## src/shared/fldr_pkg.sv

```systemverilog
/*
 Constants for the flash LED driver control-register bank: register offsets,
 field positions, power-on values, mode encodings and safety-timer durations.
 Assumes a 250 MHz system clock and an I2C-compatible serial host.
*/
package fldr_pkg;

    localparam logic [6:0] SLAVE_ADDR         = 7'h53;

    localparam logic [7:0] OFS_GENERAL        = 8'h10;
    localparam logic [7:0] OFS_MF_OPTIONS     = 8'h20;
    localparam logic [7:0] OFS_STEP_TIME      = 8'h50;
    localparam logic [7:0] OFS_TORCH          = 8'hA0;
    localparam logic [7:0] OFS_FLASH          = 8'hB0;
    localparam logic [7:0] OFS_SAFETY         = 8'hC0;

    localparam logic [7:0] RST_GENERAL        = 8'h18;
    localparam logic [7:0] RST_MF_OPTIONS     = 8'hE0;
    localparam logic [7:0] RST_STEP_TIME      = 8'hFC;
    localparam logic [7:0] RST_TORCH          = 8'h80;
    localparam logic [7:0] RST_FLASH          = 8'h80;
    localparam logic [7:0] RST_SAFETY         = 8'hF0;

    // Bits that are writable in each register; the rest read as their fixed value
    localparam logic [7:0] WMASK_GENERAL      = 8'h27;
    localparam logic [7:0] WMASK_MF_OPTIONS   = 8'h1F;
    localparam logic [7:0] WMASK_STEP_TIME    = 8'h03;
    localparam logic [7:0] WMASK_TORCH        = 8'h1F;
    localparam logic [7:0] WMASK_FLASH        = 8'h7F;
    localparam logic [7:0] WMASK_SAFETY       = 8'h0F;

    localparam int         POS_MODE_LOW       = 0;
    localparam int         POS_MODE_HIGH      = 1;
    localparam int         POS_VOLT_OUT       = 2;
    localparam int         POS_FEEDBACK       = 5;
    localparam int         POS_OVERVOLT       = 3;
    localparam int         POS_IND_LIMIT      = 4;

    typedef enum logic [1:0] {
        MODE_SHUTDOWN  = 2'b00,
        MODE_INDICATOR = 2'b01,
        MODE_TORCH     = 2'b10,
        MODE_FLASH     = 2'b11
    } fldr_mode_t;

    localparam int         CLK_MHZ            = 250;
    localparam int         DUR_SHORT_MS       = 50;
    localparam int         DUR_STEP_MS        = 100;
    localparam int         DUR_LONG_MS        = 3200;
    localparam int         CYC_PER_MS         = CLK_MHZ * 1000;
    localparam logic [3:0] CODE_SHORT         = 4'h0;
    localparam logic [3:0] CODE_LONG          = 4'hF;

    typedef enum logic [2:0] {
        ST_IDLE    = 3'b000,
        ST_ADDR    = 3'b001,
        ST_ACK     = 3'b010,
        ST_DATA_RX = 3'b011,
        ST_DATA_TX = 3'b100,
        ST_RD_ACK  = 3'b101
    } fldr_state_t;

endpackage

```

## src/hw/fldr_sync.sv

```systemverilog
/*
 Two-flop synchroniser for one asynchronous pin.
 Assumes the input is a level from outside the i_mclk domain.
*/
`timescale 1ns/10ps
module fldr_sync
(
    input  wire logic i_mclk,
    input  wire logic i_rst_b,
    input  wire logic i_async,
    output logic      o_sync
);
    logic meta_reg;
    logic meta_next;
    logic sync_next;

    always_comb
    begin
        meta_next = i_async;
        sync_next = meta_reg;
    end

    always_ff @(posedge i_mclk or negedge i_rst_b)
    begin
        if (!i_rst_b)
        begin
            meta_reg <= 1'b1;
            o_sync   <= 1'b1;
        end
        else
        begin
            meta_reg <= meta_next;
            o_sync   <= sync_next;
        end
    end
endmodule

```

## src/hw/fldr_regs.sv

```systemverilog
/*
 Control-register bank of a dual flash LED driver behind an I2C-compatible
 slave. Holds mode, brightness, option and safety-duration settings and
 decodes them for the analog side. Assumes SCL and SDA arrive as pins,
 sampled on i_mclk, and that SDA is open drain (enable high pulls low).
*/
// Functional notes
// RULE1: Safety duration code in 0xC0 bits 3:0
// RULE2: Code 0 50ms, 1-14 times 100ms, 15 3200ms
// RULE3: Mode 00 off, 01 indicator, 10 torch, 11 flash
// RULE4: Torch brightness code 0..31 applied to torch
// RULE5: Flash brightness code 0..127 applied to flash
// RULE6: Feedback bit clear 450mV, set 350mV
// RULE7: Inductor limit bit clear 2.5A, set 1.7A
// RULE8: Overvoltage bit clear 5.6V, set 18.9V
// RULE9: Voltage output bit set enables 4.98V regulation
// RULE10: Settings held until next register write
// RULE11: Host controls device only by serial writes
// RULE12: Slave address 0x53, registers readable and writable
// RULE13: Voltage mode keeps mode bits, sinks follow them
// RULE14: Register 0x10: mode 1:0, volt 2, feedback 5
// RULE15: Safety register bits 7:4 read as ones
// RULE16: Writes to unmapped addresses change nothing
`timescale 1ns/10ps
module fldr_regs
    import fldr_pkg::*;
(
    input  wire logic        i_mclk,
    input  wire logic        i_rst_b,
    input  wire logic        i_scl,
    input  wire logic        i_sda,
    output logic             o_sda_oe,
    output fldr_pkg::fldr_mode_t o_mode,
    output logic             o_sinks_on,
    output logic             o_volt_out_en,
    output logic             o_fb_350mv,
    output logic             o_ilim_1p7a,
    output logic             o_ovp_high,
    output logic [4:0]       o_torch_code,
    output logic [6:0]       o_flash_code,
    output logic [3:0]       o_safety_code,
    output logic [31:0]      o_safety_cycles
);
    logic        scl_s;
    logic        sda_s;
    logic        scl_d_reg;
    logic        sda_d_reg;
    fldr_state_t state_reg;
    fldr_state_t state_next;
    logic [3:0]  bit_cnt_reg;
    logic [3:0]  bit_cnt_next;
    logic [7:0]  shift_reg;
    logic [7:0]  shift_next;
    logic [7:0]  ptr_reg;
    logic [7:0]  ptr_next;
    logic        have_ptr_reg;
    logic        have_ptr_next;
    logic        is_read_reg;
    logic        is_read_next;
    logic        sda_oe_next;
    logic [7:0]  gen_reg;
    logic [7:0]  gen_next;
    logic [7:0]  mf_reg;
    logic [7:0]  mf_next;
    logic [7:0]  step_reg;
    logic [7:0]  step_next;
    logic [7:0]  torch_reg;
    logic [7:0]  torch_next;
    logic [7:0]  flash_reg;
    logic [7:0]  flash_next;
    logic [7:0]  safety_reg;
    logic [7:0]  safety_next;
    logic [31:0] cycles_next;
    logic [7:0]  rd_data;
    logic        scl_rise;
    logic        scl_fall;
    logic        start_cond;
    logic        stop_cond;
    logic        wr_strobe;

    fldr_sync u_sync_scl
    (
        .i_mclk  (i_mclk),
        .i_rst_b (i_rst_b),
        .i_async (i_scl),
        .o_sync  (scl_s)
    );

    fldr_sync u_sync_sda
    (
        .i_mclk  (i_mclk),
        .i_rst_b (i_rst_b),
        .i_async (i_sda),
        .o_sync  (sda_s)
    );

    assign scl_rise   = scl_s & ~scl_d_reg;
    assign scl_fall   = ~scl_s & scl_d_reg;
    assign start_cond = scl_s & scl_d_reg & sda_d_reg & ~sda_s;
    assign stop_cond  = scl_s & scl_d_reg & ~sda_d_reg & sda_s;

    // Read-back data; fixed bits come from the power-on value
    always_comb
    begin
        case (ptr_reg)
            OFS_GENERAL:    rd_data = gen_reg;
            OFS_MF_OPTIONS: rd_data = mf_reg;
            OFS_STEP_TIME:  rd_data = step_reg;
            OFS_TORCH:      rd_data = torch_reg;
            OFS_FLASH:      rd_data = flash_reg;
            OFS_SAFETY:     rd_data = safety_reg; // RULE15
            default:        rd_data = 8'h00;
        endcase
    end

    // Serial slave protocol
    always_comb
    begin
        state_next    = state_reg;
        bit_cnt_next  = bit_cnt_reg;
        shift_next    = shift_reg;
        ptr_next      = ptr_reg;
        have_ptr_next = have_ptr_reg;
        is_read_next  = is_read_reg;
        sda_oe_next   = o_sda_oe;
        wr_strobe     = 1'b0;
        if (start_cond)
        begin
            state_next    = ST_ADDR;
            bit_cnt_next  = 4'h0;
            have_ptr_next = 1'b0;
            sda_oe_next   = 1'b0;
        end
        else if (stop_cond)
        begin
            state_next  = ST_IDLE;
            sda_oe_next = 1'b0;
        end
        else
        begin
            case (state_reg)
                ST_IDLE:
                begin
                    sda_oe_next = 1'b0;
                end
                ST_ADDR, ST_DATA_RX:
                begin
                    if (scl_rise)
                    begin
                        shift_next   = {shift_reg[6:0], sda_s};
                        bit_cnt_next = bit_cnt_reg + 4'h1;
                    end
                    else if (scl_fall && bit_cnt_reg == 4'h8)
                    begin
                        bit_cnt_next = 4'h0;
                        if (state_reg == ST_ADDR)
                        begin
                            if (shift_reg[7:1] == SLAVE_ADDR) // RULE12
                            begin
                                is_read_next = shift_reg[0];
                                sda_oe_next  = 1'b1;
                                state_next   = ST_ACK;
                            end
                            else
                            begin
                                state_next = ST_IDLE;
                            end
                        end
                        else
                        begin
                            sda_oe_next = 1'b1;
                            state_next  = ST_ACK;
                            if (!have_ptr_reg)
                            begin
                                ptr_next      = shift_reg;
                                have_ptr_next = 1'b1;
                            end
                            else
                            begin
                                wr_strobe = 1'b1; // RULE11
                            end
                        end
                    end
                end
                ST_ACK:
                begin
                    if (scl_fall)
                    begin
                        if (is_read_reg)
                        begin
                            shift_next   = rd_data;
                            sda_oe_next  = ~rd_data[7];
                            bit_cnt_next = 4'h1;
                            state_next   = ST_DATA_TX;
                        end
                        else
                        begin
                            sda_oe_next = 1'b0;
                            state_next  = ST_DATA_RX;
                        end
                    end
                end
                ST_DATA_TX:
                begin
                    if (scl_fall)
                    begin
                        if (bit_cnt_reg == 4'h8)
                        begin
                            sda_oe_next = 1'b0;
                            state_next  = ST_RD_ACK;
                        end
                        else
                        begin
                            shift_next   = {shift_reg[6:0], 1'b0};
                            sda_oe_next  = ~shift_reg[6];
                            bit_cnt_next = bit_cnt_reg + 4'h1;
                        end
                    end
                end
                ST_RD_ACK:
                begin
                    if (scl_rise)
                    begin
                        state_next = sda_s ? ST_IDLE : ST_ACK;
                    end
                end
                default:
                begin
                    state_next  = ST_IDLE;
                    sda_oe_next = 1'b0;
                end
            endcase
        end
    end

    // Register writes; only an addressed write changes state
    always_comb
    begin
        gen_next    = gen_reg;
        mf_next     = mf_reg;
        step_next   = step_reg;
        torch_next  = torch_reg;
        flash_next  = flash_reg;
        safety_next = safety_reg;
        if (wr_strobe) // RULE10
        begin
            case (ptr_reg)
                OFS_GENERAL:    gen_next = (shift_reg & WMASK_GENERAL)
                                           | (RST_GENERAL & ~WMASK_GENERAL); // RULE14
                OFS_MF_OPTIONS: mf_next = (shift_reg & WMASK_MF_OPTIONS)
                                          | (RST_MF_OPTIONS & ~WMASK_MF_OPTIONS);
                OFS_STEP_TIME:  step_next = (shift_reg & WMASK_STEP_TIME)
                                            | (RST_STEP_TIME & ~WMASK_STEP_TIME);
                OFS_TORCH:      torch_next = (shift_reg & WMASK_TORCH)
                                             | (RST_TORCH & ~WMASK_TORCH); // RULE4
                OFS_FLASH:      flash_next = (shift_reg & WMASK_FLASH)
                                             | (RST_FLASH & ~WMASK_FLASH); // RULE5
                OFS_SAFETY:     safety_next = (shift_reg & WMASK_SAFETY)
                                              | (RST_SAFETY & ~WMASK_SAFETY); // RULE1 RULE15
                default:        ; // RULE16
            endcase
        end
    end

    // Safety-timer decode into clock cycles
    always_comb
    begin
        if (safety_reg[3:0] == CODE_SHORT)
        begin
            cycles_next = 32'(DUR_SHORT_MS * CYC_PER_MS); // RULE2
        end
        else if (safety_reg[3:0] == CODE_LONG)
        begin
            cycles_next = 32'(DUR_LONG_MS * CYC_PER_MS); // RULE2
        end
        else
        begin
            cycles_next = 32'(safety_reg[3:0]) * 32'(DUR_STEP_MS * CYC_PER_MS); // RULE2
        end
    end

    always_ff @(posedge i_mclk or negedge i_rst_b)
    begin
        if (!i_rst_b)
        begin
            scl_d_reg       <= 1'b1;
            sda_d_reg       <= 1'b1;
            state_reg       <= ST_IDLE;
            bit_cnt_reg     <= 4'h0;
            shift_reg       <= 8'h00;
            ptr_reg         <= 8'h00;
            have_ptr_reg    <= 1'b0;
            is_read_reg     <= 1'b0;
            o_sda_oe        <= 1'b0;
            gen_reg         <= RST_GENERAL;
            mf_reg          <= RST_MF_OPTIONS;
            step_reg        <= RST_STEP_TIME;
            torch_reg       <= RST_TORCH;
            flash_reg       <= RST_FLASH;
            safety_reg      <= RST_SAFETY;
            o_mode          <= MODE_SHUTDOWN;
            o_sinks_on      <= 1'b0;
            o_volt_out_en   <= 1'b0;
            o_fb_350mv      <= 1'b0;
            o_ilim_1p7a     <= 1'b0;
            o_ovp_high      <= 1'b0;
            o_torch_code    <= 5'h00;
            o_flash_code    <= 7'h00;
            o_safety_code   <= 4'h0;
            o_safety_cycles <= 32'(DUR_SHORT_MS * CYC_PER_MS);
        end
        else
        begin
            scl_d_reg       <= scl_s;
            sda_d_reg       <= sda_s;
            state_reg       <= state_next;
            bit_cnt_reg     <= bit_cnt_next;
            shift_reg       <= shift_next;
            ptr_reg         <= ptr_next;
            have_ptr_reg    <= have_ptr_next;
            is_read_reg     <= is_read_next;
            o_sda_oe        <= sda_oe_next;
            gen_reg         <= gen_next;
            mf_reg          <= mf_next;
            step_reg        <= step_next;
            torch_reg       <= torch_next;
            flash_reg       <= flash_next;
            safety_reg      <= safety_next;
            o_mode          <= fldr_mode_t'(gen_reg[POS_MODE_HIGH:POS_MODE_LOW]); // RULE3
            o_sinks_on      <= gen_reg[POS_MODE_HIGH] | gen_reg[POS_MODE_LOW]; // RULE13
            o_volt_out_en   <= gen_reg[POS_VOLT_OUT]; // RULE9
            o_fb_350mv      <= gen_reg[POS_FEEDBACK]; // RULE6
            o_ilim_1p7a     <= mf_reg[POS_IND_LIMIT]; // RULE7
            o_ovp_high      <= mf_reg[POS_OVERVOLT]; // RULE8
            o_torch_code    <= torch_reg[4:0]; // RULE4
            o_flash_code    <= flash_reg[6:0]; // RULE5
            o_safety_code   <= safety_reg[3:0]; // RULE1
            o_safety_cycles <= cycles_next;
        end
    end
endmodule

```

## config.mk

```make
export PLATFORM = sky130hd
export DESIGN_NAME = fldr_regs
export DESIGN_NICKNAME = d
export VERILOG_FILES = /design/src/shared/fldr_pkg.sv /design/src/hw/fldr_sync.sv /design/src/hw/fldr_regs.sv
export SDC_FILE = /design/constraint.sdc
export NUM_CORES = 1
export LEC_CHECK = 0
export BUFFER_PORTS_ARGS = -buffer_cell sky130_fd_sc_hd__buf_2
export CAP_MARGIN = 20
export CORE_AREA = 2 2 140 142
export DETAILED_ROUTE_END_ITERATION = 16
export DIE_AREA = 0 0 142 144
export PLACE_DENSITY_LB_ADDON = 0.2
export SETUP_SLACK_MARGIN = 0.2
export SYNTH_ARGS = -nofsm -noshare
export SYNTH_HDL_FRONTEND = slang
export SYNTH_HIERARCHICAL = 1
export SYNTH_SLANG_ARGS = --single-unit
```

## constraint.sdc

```tcl
create_clock -name i_mclk -period 4.1 [get_ports i_mclk]
set_input_delay 0.41 -clock i_mclk [delete_from_list [all_inputs] [get_ports i_mclk]]
set_output_delay 0.41 -clock i_mclk [all_outputs]
set_load 0.1 [all_outputs]
```

Word-level counts from Yosys, hierarchy flattened
Index checks and enable logic that the tools add are counted.
Storage, ports and cells
  bits in registers: 114
  input bits: 4
  output and inout port bits: 56
Cells by class
  $add $sub $neg: 1
  $mul: 1
  eq/ne operators: 36
  multiplexer cells: 55
  bitwise gates (word level): 19
  reductions and logical operators: 21
Operators with widths (count)
  30-bit 2-to-1 mux: 2
  8-bit case mux with 6 select lines: 1
  8-bit 2-to-1 mux: 5
  4-bit 2-to-1 mux: 8
  3-bit 2-to-1 mux: 10
  4-bit != test, second input constant: 7
  7-bit AND reduction: 4
  8-bit == test, second input constant: 3
  8-bit case mux with 3 select lines: 1
  4-bit by 19-bit multiplier with 23-bit output, second input constant: 1
  1-bit 2-to-1 mux: 23
  3-bit != test, second input constant: 6
  3-bit case mux with 5 select lines: 1
  2-bit != test, second input constant: 7
  4-bit case mux with 3 select lines: 1
  2-bit AND reduction: 6
  1-bit NOT: 11
  4-bit == test, second input constant: 2
  8-bit by 5-bit == test with 1-bit output, second input constant: 1
  8-bit by 6-bit == test with 1-bit output, second input constant: 1
  8-bit by 7-bit == test with 1-bit output, second input constant: 1
  8-bit AND reduction: 1
  1-bit bitwise AND: 7
  7-bit == test, second input constant: 1
  other kinds (18): 22

Depth between registers and ports, before layout
  depth after elaboration: 9
  mapped depth: 10
  depth with buffers taken out: 10

Hierarchy
Netlist, hierarchy kept.
Modules (own cells, without submodules)
  fldr_regs: instances 1, cells an instance 498, area an instance 5484.0 um^2
  fldr_sync: instances 2, cells an instance 2, area an instance 52.6 um^2

Worst setup path before layout
No wires, ideal clock.
  kind: reg2reg
  from: register safety_reg[1]
  to: register o_safety_cycles[25]
  data arrival time: 3.254 ns
  data required time: 3.962 ns
  slack: 0.708 ns
  stages on the path, launching flop included: 11
  buffers on the path: 0
  clock period less this slack: 3.392 ns
  path through: dfrtp_1 -> fa_1 -> inv_1 -> fa_1 -> inv_1 -> ha_1 -> a21o_1 -> a221oi_1 -> o31ai_2 -> a2111oi_0 -> nor4bb_1
Between the ends
  longest elaborated chain between the ends: 3
  elaborated cells on any way between the ends: 5
Ends and longest elaborated chain
  start: declaration: RTL line fldr_regs.sv:71  | logic [7:0] safety_reg;
  start signal: assignment: RTL line fldr_regs.sv:328  | safety_reg <= safety_next;
  4-bit by 19-bit multiplier with 23-bit output or 4-bit == test (tied branches): RTL line fldr_regs.sv:278, fldr_regs.sv:272
  30-bit 2-to-1 mux: RTL line fldr_regs.sv:272  | else if (safety_reg[3:0] == CODE_LONG)
  30-bit 2-to-1 mux *: RTL line fldr_regs.sv:268  | if (safety_reg[3:0] == CODE_SHORT)
  named net cycles_next[25]: RTL line fldr_regs.sv:73  | logic [31:0] cycles_next;
  end signal: assignment: RTL line fldr_regs.sv:310  | o_safety_cycles <= 32'(DUR_SHORT_MS * CYC_PER_MS);
  end signal: assignment: RTL line fldr_regs.sv:338  | o_safety_cycles <= cycles_next;
  end: declaration: RTL line fldr_regs.sv:42  | output logic [31:0] o_safety_cycles
Mark *: on every way through the listed nets, which the timed path passes. The rest lies on a longest branch.
A chain may end at the register's enable or synchronous reset.

Worst setup path after layout
Ends and elaborated chain as after synthesis.

==> impl_metrics.py <==
metrics = {
    "setup_path": {
        "crit_path_end_kind": "flop",
        "critPathLaunchType": "flop",
        "crit_path_top_delay_cell": "fa_1",
        "critPathKind": "flop to flop",
        "cp_cell_sequence": "fa_1, inv_1, fa_1, inv_1, fa_1, a21o_1, a31oi_1, o31ai_2, a2111oi_1, nor4bb_1",
        "arrival_ns": 3.90,
        "slowest_delay_ns": 0.66,
        "path_max_fanout": 8,
        "cp.required_ns": 4.33,
        "crit_top_cell": "fa_1",
    },
    "detailed_routing": {
        "drc": 0,
        "wl_per_cell_um": 17.0,
        "num_vias": 4036,
        "first_iter_violations": 375,
        "antenna_left": 0,
        "firstDrtPassIters": 5,
        "drt-total-wl_mm": 13.4,
        "via_per_inst": 5.13,
    },
    "timing": {
        "maxSlewHeadroom_pct": 33.6,
        "worst_slew_pin_slew_ns": 0.987,
        "max_freq_mhz": 272,
        "hold_slack_ns": 0.0972,
        "final.min_clock_period_ns": 3.67,
        "rsz0062_at_grt": "no",
        "hold_viol_final": 0,
        "finalCritPeriodShare_pct": 89.6,
        "layout_setup_ws_ns": 0.426,
        "setup_tns_ns": 0,
        "skew_ns": 0.00939,
        "setup_viol": 0,
        "finalMaxSlewViolations": 0,
    },
    "placed_design": {
        "gp_congestion": 0.887,
        "dp_hpwl_mm": 9.55,
        "post-place-ws_ns": 0.335,
        "place_area_sq_um": 6040,
        "dp_cells": 771,
        "io_buffers": 52,
    },
    "global_route": {
        "grt_antenna_before_repair": 0,
        "grt_pass1_vias": 4064,
        "grt_usage_pct": 13.7,
        "grt_max_degree": 54,
        "globalRouteOverflowTotal": 0,
        "grt_first_pass_wirelength_mm": 22.0,
    },
    "clock_tree": {
        "root_buffer": "clkbuf_16",
        "ctsHoldBuffers": 0,
        "clk_path_buf_depth": 2,
        "cts_sinks": 106,
        "htree_levels": 3,
        "clk_pin_slew_ns": 0.07,
        "cts_tree": "done",
        "cts_buffers": 9,
        "clkLatencyLatePin_ns": 0.36,
    },
    "final_layout": {
        "fill_cells": 1934,
        "syn_to_final_growth_pct": 13.2,
        "final_cell_area_sq_um": 6320,
        "layout.cells.non_filler": 787,
        "antenna_cells": 0,
        "final_nets": 582,
        "final_util_pct": 33.1,
        "layout-drive-gt1-share_pct": 21.9,
        "largest_reg_flops": 24,
    },
    "synth": {
        "synth.distinct_cells": 76,
        "seq_area_frac_synth_pct": 47.8,
        "synthCells": 502,
        "netlist_area_sq_um": 5590,
        "async_reset_ff_share_pct": 100,
        "synth_top_area_cell": "dfrtp_1",
        "synth_edf_count": 0,
        "synth_top_flop_cell": "dfrtp_1",
        "ys_seq_elements": 106,
        "synthTopCellsByCount": "dfrtp_1, nand2_1, ha_1",
        "synth_top_area_share_pct": 39.8,
        "synthMostInstantiatedCell": "dfrtp_1",
        "synth_warnings": 6,
        "synth_area_leaders": "dfrtp_1, dfstp_2, ha_1, mux2_1, mux2_2",
        "avgSynthCellArea_sq_um": 11.1,
    },
    "floorplanning": {
        "core-area_sq_um": 19100,
        "fp.dieArea_sq_um": 20400,
        "ios": 60,
        "die_w_um": 142,
        "start_util_pct": 29.3,
        "core.rowCount": 51,
        "fp.dieH_um": 144,
    },
    "power_and_ir_drop": {
        "ir_worst_vdd_mv": 0.189,
        "p_leak_nw": 3.10,
        "powerDensity_nw_per_um2": 340,
        "finalPower_mw": 2.15,
    },
    "hold_path": {
        "hold_class": "input pin to asynchronous set/reset pin",
    },
    "status": {
        "status": "complete, no violations",
    },
    "job": {
        "maxCapViolCount": 0,
    },
}
==> path summary, 6_finish.rpt <==
kind | startpoint | end | slack, ns | cells past startpoint
max | safety_reg[1]$_DFFE_PN0P_ | o_safety_cycles[25]$_DFF_PN0_ | 0.43 | 10
min | i_rst_b | o_mode[1]$_DFF_PN0_ | 0.1 | 1
max reg2reg | safety_reg[1]$_DFFE_PN0P_ | o_safety_cycles[25]$_DFF_PN0_ | 0.43 | 10
min reg2reg | u_sync_sda/meta_reg$_DFF_PN1_ | u_sync_sda/o_sync$_DFF_PN1_ | 0.36 | 0
max in group asynchronous | i_rst_b | shift_reg[7]$_DFFE_PN0P_ | 3.14 | 2
min in group i_mclk | i_sda | u_sync_sda/meta_reg$_DFF_PN1_ | 0.15 | 1
==> timing repair <==
action	CTS	global route
resized for setup	0	3
buffers inserted	0	0
endpoints found under the setup margin	0	3
==> critical path, delay by kind of cell (launching register included) <==
kind,cells,cell delay [ns]
adders and majority gates,3,1.64
AOI/OAI and AO/OA,4,1.12
DFF,1,0.49
buffers and inverters,2,0.18
and+or+nand+nor,1,0.11
==> logic make-up (layout without fill, tap and decap cells) <==
logic type	after synthesis	after routing	synth area share, %
adder cells (fa/ha/maj)	34	34	8.69
AO/OA/AOI/OAI	112	112	14.0
XOR/XNOR	7	7	1.10
buffers and inverters	53	94	4.43
AND/OR/NAND/NOR	135	135	13.2
flip-flops	106	106	47.8
multiplexers	54	54	10.7
other	1	7	0.0671
==> routing by layer <==
metal  vias to the layer above  wire length (um)  global-route usage (%)
met2                       115              6210                    21.0
met5                         -                 0                       0
met1                      2024              6410                    19.0
met3                        16               516                    2.48
li1                       1881                 -                       -
met4                         0               255                    5.68
==> where the power goes <==
group          leakage [nW]  switching [mW]  internal [mW]
logic                  1.56           0.116         0.0617
registers              1.42          0.0739           1.08
clock network         0.122           0.406          0.416
total                  3.10           0.596           1.56
==> cell usage in the layout, fill, tap and decap left out, types with 4 or more instances in the layout <==
cell type  netlist  routed
buf_4            8       5
buf_2            9      51
mux2i_1          9       9
mux2_2          20      20
a21o_1          13      13
fa_1             8       8
a22o_1           6       6
and3_1           9       9
ha_1            26      26
nand3_1         13      13
conb_1           1       7
inv_1           21      21
nand2b_1         8       8
mux2_1          25      25
xor2_1           4       4
dfstp_2         17      17
nor2_1          23      23
nor3_1           9       9
nor2b_1         12      12
clkbuf_16        0       9
dfrtp_1         89      89
nand2_1         36      36
o21ai_0         22      22
a31oi_1          4       4
a21oi_1         24      24
==> final cells by class <==
class | count | area (sq um) | share of cell area, %
clock inverter | 5 | 40.0 | 0.633
timing repair buffer | 56 | 293 | 4.63
inverter | 22 | 82.6 | 1.31
clock buffer | 11 | 233 | 3.68
tap | 238 | 298 | 4.71
sequential | 106 | 2670 | 42.3
multi-input combinational | 349 | 2710 | 42.8
(Power assumes the default switching activity.)
